===== config.mk =====
export PLATFORM = sky130hd
export DESIGN_NAME = vfx_state
export DESIGN_NICKNAME = d
export VERILOG_FILES = /design/src/pkg/vfx_pkg.sv /design/src/hw/vfx_state.sv
export SDC_FILE = /design/constraint.sdc
export NUM_CORES = 1
export LEC_CHECK = 0
export BUFFER_PORTS_ARGS = -buffer_cell sky130_fd_sc_hd__buf_4
export CAP_MARGIN = 20
export CORE_MARGIN = 2
export CORE_UTILIZATION = 57
export DETAILED_ROUTE_END_ITERATION = 16
export PLACE_DENSITY = 0.82
export SYNTH_ARGS = -nofsm -noshare
export SYNTH_HDL_FRONTEND = slang
export SYNTH_SLANG_ARGS = --single-unit

===== constraint.sdc =====
create_clock -name core_clk -period 3.2 [get_ports core_clk]
set_input_delay 0.64 -clock core_clk [delete_from_list [all_inputs] [get_ports core_clk]]
set_output_delay 0.64 -clock core_clk [all_outputs]
set_load 0.03 [all_outputs]

===== src/pkg/vfx_pkg.sv =====
// Package for the vector fixed-point state block: register addresses,
// field positions, reset values, rounding-mode codes and carrier structs.
// Assumes a single hart clock and a simple CSR port from the core.
package vfx_pkg;

  localparam int unsigned XW = 32;
  localparam int unsigned ADDR_W = 12;

  // Control/status addresses: three views of the fixed-point state, then start index, element count and type.
  localparam logic [11:0] ADDR_ROUND_MODE = 12'h009;
  localparam logic [11:0] ADDR_SAT_FLAG = 12'h00a;
  localparam logic [11:0] ADDR_CTRL_STATUS = 12'h00f;
  localparam logic [11:0] ADDR_VSTART = 12'h008;
  localparam logic [11:0] ADDR_ELEM_COUNT = 12'hc20;
  localparam logic [11:0] ADDR_VTYPE = 12'hc21;

  // Field positions.
  localparam int unsigned RM_LO = 0;
  localparam int unsigned SAT_BIT = 0;
  localparam int unsigned CS_SAT_BIT = 0;
  localparam int unsigned CS_RM_LO = 1;
  localparam int unsigned VTYPE_ILL_BIT = XW - 1;
  localparam int unsigned VTYPE_TA_BIT = 6;
  localparam int unsigned VTYPE_MA_BIT = 7;
  localparam int unsigned VTYPE_FIELD_W = 8;

  // Values after reset.
  localparam logic [1:0] RM_RESET = 2'h0;
  localparam logic SAT_RESET = 1'h0;
  localparam logic [XW-1:0] VTYPE_RESET = 32'h80000000;
  localparam logic [XW-1:0] ELEM_COUNT_RESET = 32'h00000000;
  localparam logic [XW-1:0] VSTART_RESET = 32'h00000000;

  typedef enum logic [1:0] {
    RM_NEAR_UP = 2'h0,
    RM_NEAR_EVEN = 2'h1,
    RM_TRUNCATE = 2'h2,
    RM_ODD = 2'h3
  } vfx_round_mode_type;

  typedef struct packed {
    logic wr;
    logic rd;
    logic [11:0] addr;
    logic [XW-1:0] wdata;
  } vfx_csr_req_type;

  typedef struct packed {
    logic valid;
    logic is_signed;
    logic [63:0] value;
    logic [5:0] shift;
  } vfx_round_req_type;

  typedef struct packed {
    logic set_len;
    logic ill;
    logic [VTYPE_FIELD_W-1:0] vtype;
    logic [XW-1:0] count;
  } vfx_setlen_type;

endpackage


===== src/hw/vfx_state.sv =====
// Vector fixed-point architectural state: rounding mode, sticky saturation
// flag, combined control/status view, type/length/start-index registers and
// the rounding-increment datapath. Element packing helper for group layout.
// Assumes the core decodes CSR accesses into one request per cycle and
// presents rounding and saturation events from the fixed-point pipeline.
//
// Behaviour
// [RQ1] Two-bit read-write rounding-mode field, low bits.
// [RQ2] Software writes zeros above the mode field.
// [RQ3] Mode has own address, mirrored in combined register.
// [RQ4] Result is value shifted right plus increment.
// [RQ5] Nearest-up adds bit d-1; truncate adds zero.
// [RQ6] Nearest-even: bit d-1 and (sticky or bit d).
// [RQ7] Odd: add one if bit d clear, low nonzero.
// [RQ8] Unsigned shifts logically, signed shifts arithmetically.
// [RQ9] Saturation bit zero set on saturating result.
// [RQ10] Software writes zeros above saturation bit.
// [RQ11] Combined register: mode bits 2:1, flag bit 0.
// [RQ12] Reset type and length restorable by set-length.
// [RQ13] Reset sets illegal bit, clears type, length.
// [RQ14] Start index, mode, flag need no reset value.
// [RQ15] Software initialises mode and flag before use.
// [RQ16] Elements packed in index order, low byte first.
// [RQ17] Fractional groups use leading elements, rest is tail.
// [RQ18] Large groups fill lowest register first.
// [RQ19] Internal layout may differ if visible packing holds.
// [RQ20] Illegal type bit forces other type bits zero.
// [RQ21] Both policy bits held even if ignored.
// [RQ22] Zero shift amount gives zero increment.
// [RQ23] Saturation flag sticky until software writes it.
`timescale 1ns/1ps

module vfx_state
  import vfx_pkg::*;
#(
  parameter int unsigned REG_BITS = 128,
  parameter int unsigned IDX_W = 7
) (
  input wire logic core_clk, // Hart clock.
  input wire logic rstn, // Asynchronous reset, active low.
  input wire vfx_csr_req_type csr_req, // CSR access from the core.
  input wire logic sat_event, // Fixed-point op saturated this cycle.
  input wire vfx_setlen_type setlen, // Set-length update from the core.
  input wire logic vec_done, // A vector instruction retired.
  input wire vfx_round_req_type round_req, // Value to round off.
  input wire logic [IDX_W-1:0] pack_index, // Element index to place.
  input wire logic [1:0] pack_width_log, // Element width: 8 << this.
  output logic [XW-1:0] csr_rdata, // Registered read data.
  output logic csr_rvalid, // Read data valid, one cycle.
  output logic csr_err, // Unmapped address, one cycle.
  output logic [1:0] round_mode, // Current rounding mode.
  output logic sat_flag, // Current saturation flag.
  output logic [XW-1:0] vtype_out, // Current type register.
  output logic [XW-1:0] elem_count_reg, // Current element count.
  output logic [63:0] round_result, // Rounded value.
  output logic round_valid, // Rounded value valid, one cycle.
  output logic [2:0] pack_reg_offset, // Group register for the element.
  output logic [IDX_W-1:0] pack_byte // Lowest byte within the register.
);

  localparam int unsigned REG_BYTES = REG_BITS / 8;

  logic [1:0] next_round_mode;
  logic next_sat_flag;
  logic [XW-1:0] next_vtype_out;
  logic [XW-1:0] next_elem_count_reg;
  logic [XW-1:0] vstart;
  logic [XW-1:0] next_vstart;
  logic [XW-1:0] next_csr_rdata;
  logic next_csr_rvalid;
  logic next_csr_err;
  logic [63:0] next_round_result;
  logic next_round_valid;
  logic [2:0] next_pack_reg_offset;
  logic [IDX_W-1:0] next_pack_byte;

  function automatic logic mapped(input logic [11:0] a);
    mapped = (a == ADDR_ROUND_MODE) || (a == ADDR_SAT_FLAG) ||
             (a == ADDR_CTRL_STATUS) || (a == ADDR_VSTART) ||
             (a == ADDR_ELEM_COUNT) || (a == ADDR_VTYPE);
  endfunction

  // Type register image: an illegal setting clears every other bit.
  function automatic logic [XW-1:0] vtype_image(
      input logic ill, input logic [VTYPE_FIELD_W-1:0] f);
    logic [XW-1:0] v;
    v = '0;
    if (ill) begin
      v[VTYPE_ILL_BIT] = 1'h1; // RQ20
    end else begin
      v[VTYPE_FIELD_W-1:0] = f; // RQ21
    end
    vtype_image = v;
  endfunction

  // Rounding increment from the mode, value and shift amount.
  function automatic logic round_inc(input logic [1:0] m,
      input logic [63:0] v, input logic [5:0] d);
    logic half;
    logic lsb;
    logic below;
    logic any;
    logic [63:0] low_mask;
    half = 1'h0;
    lsb = v[d];
    below = 1'h0;
    any = 1'h0;
    low_mask = (64'h1 << d) - 64'h1;
    if (d != 6'h0) begin
      half = v[d - 6'h1];
      below = |(v & (low_mask >> 1));
      any = |(v & low_mask);
    end
    case (m)
      RM_NEAR_UP: round_inc = half; // RQ5
      RM_NEAR_EVEN: round_inc = half & (below | lsb); // RQ6
      RM_TRUNCATE: round_inc = 1'h0; // RQ5
      RM_ODD: round_inc = ~lsb & any; // RQ7
      default: round_inc = 1'h0;
    endcase
    if (d == 6'h0) begin
      round_inc = 1'h0; // RQ22
    end
  endfunction

  // Write strobe for one address of the access in flight.
  function automatic logic write_to(input vfx_csr_req_type r,
      input logic [11:0] a);
    write_to = r.wr && (r.addr == a);
  endfunction

  // Fixed-point state: rounding mode and sticky saturation flag.
  always_comb begin
    logic wr_rm;
    logic wr_sat;
    logic wr_cs;
    wr_rm = write_to(csr_req, ADDR_ROUND_MODE);
    wr_sat = write_to(csr_req, ADDR_SAT_FLAG);
    wr_cs = write_to(csr_req, ADDR_CTRL_STATUS);

    // Both views write the same state, so no copy can drift.
    next_round_mode = round_mode;
    if (wr_rm) begin
      next_round_mode = csr_req.wdata[RM_LO +: 2]; // RQ1 RQ3
    end else if (wr_cs) begin
      next_round_mode = csr_req.wdata[CS_RM_LO +: 2]; // RQ11
    end

    // A saturation in the same cycle as a write wins, so none is lost.
    next_sat_flag = sat_flag;
    if (wr_sat) begin
      next_sat_flag = csr_req.wdata[SAT_BIT]; // RQ9
    end else if (wr_cs) begin
      next_sat_flag = csr_req.wdata[CS_SAT_BIT]; // RQ11
    end
    if (sat_event) begin
      next_sat_flag = 1'h1; // RQ9 RQ23
    end
  end

  // Mode and flag need no reset value; they get one anyway so that a run
  // never starts from unknown state.
  always_ff @(posedge core_clk or negedge rstn) begin
    if (!rstn) begin
      round_mode <= RM_RESET; // RQ14
      sat_flag <= SAT_RESET; // RQ14
    end else begin
      round_mode <= next_round_mode;
      sat_flag <= next_sat_flag;
    end
  end

  // Type and length move only on a set-length update; CSR writes to their
  // addresses are dropped, as both registers are read-only.
  always_comb begin
    next_vtype_out = vtype_out;
    next_elem_count_reg = elem_count_reg;
    if (setlen.set_len) begin
      next_vtype_out = vtype_image(setlen.ill, setlen.vtype); // RQ12
      next_elem_count_reg = setlen.ill ? '0 : setlen.count; // RQ12
    end
  end

  // Reset leaves an illegal type and no elements, which software can read
  // back and restore with one set-length update.
  always_ff @(posedge core_clk or negedge rstn) begin
    if (!rstn) begin
      vtype_out <= VTYPE_RESET; // RQ13
      elem_count_reg <= ELEM_COUNT_RESET; // RQ13
    end else begin
      vtype_out <= next_vtype_out;
      elem_count_reg <= next_elem_count_reg;
    end
  end

  // Any finished vector instruction, set-length included, lets the next one
  // start at element zero. All start index bits are kept as written.
  always_comb begin
    next_vstart = vstart;
    if (write_to(csr_req, ADDR_VSTART)) begin
      next_vstart = csr_req.wdata;
    end
    if (vec_done || setlen.set_len) begin
      next_vstart = '0;
    end
  end

  always_ff @(posedge core_clk or negedge rstn) begin
    if (!rstn) begin
      vstart <= VSTART_RESET; // RQ14
    end else begin
      vstart <= next_vstart;
    end
  end

  // Read answer: stands for one cycle after the access and shows the state
  // as it was before any write in the same cycle.
  always_comb begin
    next_csr_rvalid = csr_req.rd && mapped(csr_req.addr);
    next_csr_err = (csr_req.rd || csr_req.wr) && !mapped(csr_req.addr);
    next_csr_rdata = '0;
    if (csr_req.rd) begin
      case (csr_req.addr)
        ADDR_ROUND_MODE: next_csr_rdata[RM_LO +: 2] = round_mode; // RQ3
        ADDR_SAT_FLAG: next_csr_rdata[SAT_BIT] = sat_flag; // RQ9
        ADDR_CTRL_STATUS: begin
          next_csr_rdata[CS_RM_LO +: 2] = round_mode; // RQ11
          next_csr_rdata[CS_SAT_BIT] = sat_flag; // RQ11
        end
        ADDR_VSTART: next_csr_rdata = vstart;
        ADDR_ELEM_COUNT: next_csr_rdata = elem_count_reg; // RQ12
        ADDR_VTYPE: next_csr_rdata = vtype_out; // RQ12
        default: next_csr_rdata = '0;
      endcase
    end
  end

  // An unmapped access answers with an error pulse and changes nothing.
  // The error is kept apart from the read data so a caller can trap on it.
  always_ff @(posedge core_clk or negedge rstn) begin
    if (!rstn) begin
      csr_rdata <= '0;
      csr_rvalid <= 1'h0;
      csr_err <= 1'h0;
    end else begin
      csr_rdata <= next_csr_rdata;
      csr_rvalid <= next_csr_rvalid;
      csr_err <= next_csr_err;
    end
  end

  // Rounding uses the mode as it stands at the request, so a mode write
  // takes effect from the following request on.
  always_comb begin
    logic [63:0] shifted;
    logic inc;
    shifted = '0;
    inc = round_inc(round_mode, round_req.value, round_req.shift);
    // Signed values shift arithmetically, unsigned ones logically.
    if (round_req.is_signed) begin
      shifted = 64'($signed(round_req.value) >>> round_req.shift); // RQ8
    end else begin
      shifted = round_req.value >> round_req.shift; // RQ8
    end
    next_round_result = shifted + 64'(inc); // RQ4
    next_round_valid = round_req.valid;
  end

  always_ff @(posedge core_clk or negedge rstn) begin
    if (!rstn) begin
      round_result <= '0;
      round_valid <= 1'h0;
    end else begin
      round_result <= next_round_result;
      round_valid <= next_round_valid;
    end
  end

  // Element placement: byte offset grows in index order and spills into
  // the next register of the group once the current one is full. The
  // stored layout is the visible one, so nothing is rearranged inside.
  // Fractional groups reuse the same placement; indices past the used
  // count fall in the tail, which the caller handles.
  always_comb begin
    logic [IDX_W+3:0] byte_pos;
    byte_pos = (IDX_W + 4)'(pack_index) << pack_width_log; // RQ16 RQ19
    next_pack_byte = IDX_W'(byte_pos % REG_BYTES); // RQ17
    next_pack_reg_offset = 3'(byte_pos / REG_BYTES); // RQ18
  end

  always_ff @(posedge core_clk or negedge rstn) begin
    if (!rstn) begin
      pack_reg_offset <= '0;
      pack_byte <= '0;
    end else begin
      pack_reg_offset <= next_pack_reg_offset;
      pack_byte <= next_pack_byte;
    end
  end

endmodule


==> metrics, run 1 <==
top-level I/O count=349; CTS max path bufs=2; Post-synth top cells=nand2_1 (195), nor2_1 (194), dfrtp_1 (181); die width=approximately 180 um; largest net degree at the start of global routing=between 70 and 80; H-tree depth=4; async set or reset register ratio after synthesis=100%; Synth top area share=around 24%; Initial Util=57.5%; most frequent cell after synthesis=nand2_1; via count of the first global-routing pass=29,800; HPWL after DPL=around 70,000 um; Post-Synthesis Cells=~2,100; IO buf count=approximately 320; CTS root buffer=clkbuf_16; Seq/Total Area, Yosys=about a quarter; RD Place Congestion=1.33; # hold bufs at CTS=0; Error=[ERROR GRT-0116] Global routing finished with congestion. Check the congestion regions in the DRC Viewer.; first-pass GRT wire length=about 200,000 um; area leader, netlist=dfrtp_1; Place WS=-2.24 ns; Exit stage=global routing; die extent in y=between 150 and 200 um; Synth warnings=0; Seq cells post-synth=roughly 180; total gr overflow=265; clock sinks=~180; Post-synth EDFFs=0; outcome=aborted with a tool error; top post-synthesis cells by area=dfrtp_1 (24%), mux4_2 (11%), mux2i_1 (5.6%); Mean Syn Cell Area=8.77 um^2; Rows=66; Post-Syn Area=0.0186 mm^2; TritonCTS Buffers=17; gr usage total=between 70% and 80%; synth unique cells=110; main flop type after synthesis=dfrtp_1
## stage by stage
| step | TNS [ns] | util [%] | hold WS, ns | cell area (um^2) | std cells |
|---|---|---|---|---|---|
| floorplan | -110.55 | - | 0.344 | 19100 | 2147 |
| global placement | -118.68 | 79.2 | 0.489 | 25600 | 3325 |
| detailed placement | -129.05 | 79.2 | 0.492 | 25600 | 3325 |
| CTS | -82.48 | 83.3 | 0.211 | 27000 | 3385 |
## per-layer routing
| layer | GRT usage, % | overflow |
|---|---|---|
| met3 | 70.5 | 22 |
| met2 | 90.4 | 129 |
| met1 | 77.7 | 15 |
| met4 | 73.7 | 98 |
| met5 | 35.7 | 1 |
## kinds of logic after synthesis
family / synth area share (%)
AND/OR/NAND/NOR: 19.8
multiplexers: 20.2
other: 0.0202
adder cells (fa/ha/maj): 0.538
buffers and inverters: 8.06
flip-flops: 24.5
XOR/XNOR: 4.66
AO/OA/AOI/OAI: 22.2
## timing repair
item | CTS
pin swaps | 56
setup endpoints to repair | 64
setup buffers | 28
cloned | 2
resized for setup | 116
==> run 2: changes to the inputs <==
CORE_UTILIZATION = 40   (was 57)
PLACE_DENSITY = default   (was 0.82)
PLACE_DENSITY_LB_ADDON = 0.15   (was default)
==> run 2 against run 1 <==
The flow now finishes, with violations (setup timing); synthesized cell count is the same; synthesized area is the same.
==> metrics, run 2 <==
most common cell after layout, fill and taps aside=buf_4; die extent in y=220 um (+19%); RSZ-0062 raised after global routing=true; Seq/Total Area, Yosys=24.5% (unchanged); final worst-path cycle share=157%; via count of the first global-routing pass=roughly 23,000; Max Fanout on Critical Path=8; top post-synthesis cells by area=dfrtp_1 (24%), mux4_2 (11%), mux2i_1 (5.6%); Mean Syn Cell Area=8.77 um^2 (unchanged); Post-Synthesis Cells=2,122 (unchanged); clk slew on worst S/H paths=approximately 0.080 ns; Peak Freq=about 0.2 GHz; Nets=around 3,200; Synth top area share=24.3% (unchanged); die area=0.0483 mm^2; fill count=between 3,000 and 4,000; Post-Syn Area=0.0186 mm^2 (unchanged); gr usage total=42.9%; P&R area growth vs syn=52.3%; total gr overflow=0; clock sinks=182 (unchanged); Max-cap violations=0; die width=220 um (+19%); final setup fails=between 60 and 70; PnR worst setup slack=-1.84 ns; Initial Util=40.2% (-17 points); first-pass GRT wire length=150,000 um; ANT cells=0; Max VDD drop=between 500 and 600 uV; worst skew pair latency=~0.47 ns; Crit. End Element=flop; HPWL after DPL=83,600 um (+20%); max FFs per register=between 60 and 70; CTS tree=done; Cells after DPL=3,572 (+7.4%); PD cells=around 340 mW/mm^2; RD Place Congestion=1.07 (-20%); final std cells w/o fill=3,654; largest net degree at the start of global routing=78; Synth warnings=0 (unchanged); Fin Hold WS=~0.17 ns; IO buf count=322 (unchanged); synth unique cells=110 (unchanged); Worst EP arrival=5.41 ns; Seq cells post-synth=182 (unchanged); Post-synth top cells=nand2_1 (195), nor2_1 (194), dfrtp_1 (181); async set or reset register ratio after synthesis=100% (unchanged); detailed-router iteration count before antenna repair=8; pins over their slew limit=0; Largest Register=round_result; Routed WL=106,000 um; DR WL/cell=roughly 29 um; min Tclk post-route=approximately 5.0 ns; Setup Skew=between 0.015 and 0.02 ns; Rows=79 (+20%); Rel. slew slack=between 30% and 40%; leakage=roughly 13 nW; Worst EP required=3.57 ns; failing checks=setup timing; worst-margin pin slew=about 0.90 ns; main flop type after synthesis=dfrtp_1; Vias/cell=around 6.3; Via Count=23,200; drt first-iter violations=around 3,000; total power=~9.5 mW; share of layout cells above drive strength 1=47.0%; Post-synth EDFFs=0 (unchanged); outcome=finished with violations; commonest non-fill, non-tap cells in the layout=buf_4 (1,043), nor2_1 (182), nand2_1 (182); crit path kind=in2reg; area leader, netlist=dfrtp_1; top-level I/O count=349 (unchanged); H-tree depth=4 (unchanged); type of origin of the critical path=primary input; DRC=0; Core Region=around 0.046 mm^2; TritonCTS Buffers=17 (unchanged); initial antenna violation count=0; most frequent cell after synthesis=nand2_1; Min-Delay Path Class=in2async; Antenna Nets Post-Route=0; Hold Vio Cnt, Final=0; post-layout util=61.2%; CTS root buffer=clkbuf_16; CTS max path bufs=2 (unchanged)
-- run 2: cell counts after synthesis --
Identical to the previous run, type by type.
-- run 2: what timing repair did --
| action | 4_1_cts | 5_1_grt |
|---|---|---|
| gates resized for setup | 129 | 55 |
| setup endpoints to repair | 64 | 64 |
| setup buffers | 36 | 22 |
| hold buffers | 0 | 0 |
| gates cloned | 1 | 0 |
| pin swaps | 44 | 44 |
-- run 2: worst max-delay path, cell delays in order --
cell       delay (ns)
buf_12           0.13
buf_8            0.13
ha_4             0.18
buf_6            0.12
o211ai_1         0.28
buf_4            0.19
o22ai_4          0.07
a2111oi_4        0.45
buf_4            0.21
nand4_1          0.13
a31o_2           0.26
a2111oi_4        0.20
buf_4            0.16
nand4_1          0.09
a2111oi_2        0.35
buf_4            0.17
and4b_2          0.27
o22ai_4          0.12
ha_4             0.21
ha_4             0.15
and2_4           0.13
and4_4           0.16
buf_12           0.12
nand4_4          0.07
buf_12           0.16
nor3_4           0.05
xnor2_2          0.20
-- run 2: cell families (layout without fill, tap and decap cells) --
kind of cell	Yosys count	after routing	share of synthesized area, %
and+or+nand+nor	718	718	19.8
AOI/OAI and AO/OA	576	576	22.2
buffers and inverters	298	1198	8.06
muxes	240	240	20.2
DFF	182	182	24.5
xor gates and xnor gates	99	99	4.66
adders and majority gates	8	8	0.538
other	1	26	0.0202
-- run 2: final timing paths --
path	slack (ns)	start	cells after the start	endpoint
min in group core_clk	0.28	round_req[71]	1	round_valid
max in group asynchronous	2.29	rstn	2	csr_rdata[20]
worst min register to register	0.51	vstart[28]	1	vstart[28]
worst max-delay path	-1.84	round_req[0]	27	round_result[56]
worst min-delay path	0.17	rstn	1	round_result[6]
worst max register to register	0.39	round_mode[0]	13	round_result[56]
-- run 2: where the power goes --
group          switching [mW]  internal [mW]  total [mW]
clock                    1.11           1.07        2.18
combinational            2.71           2.11        4.83
sequential             0.0807           2.46        2.54
total                    3.91           5.64        9.55
-- run 2: per-stage QoR --
| stage | instance area (um^2) | TNS (ns) | setup WS [ns] |
|---|---|---|---|
| after floorplan | 19100 | -110.55 | -1.93 |
| after global placement | 26400 | -165.55 | -2.89 |
| after detailed placement | 26400 | -161.63 | -2.83 |
| after CTS | 28000 | -86.94 | -1.63 |
| after global routing | 28300 | -111.59 | -1.97 |
| final | 28300 | -103.28 | -1.84 |
-- run 2: area by class of cell --
type | count | area [um^2] | area share, %
Clock buffer | 17 | 425 | 1.50
Clock inverter | 15 | 204 | 0.720
Inverter | 74 | 307 | 1.08
Multi-Input combinational cell | 1667 | 13600 | 48.0
Sequential cell | 182 | 4560 | 16.1
Tap cell | 607 | 759 | 2.68
Timing Repair Buffer | 1092 | 8480 | 29.9
-- run 2: layer usage --
metal  GRT usage [%]  vias to the layer above  part of all wire, %  routed length [um]
li1                -                     9799                    -                   -
met1            50.7                    11200                   35               37800
met2            68.3                     1669                   45               48300
met3            8.75                      454                  9.8               10400
met4            33.7                        0                  9.3                9880
met5               0                        -                    0                   0
(Power assumes the default switching activity.)
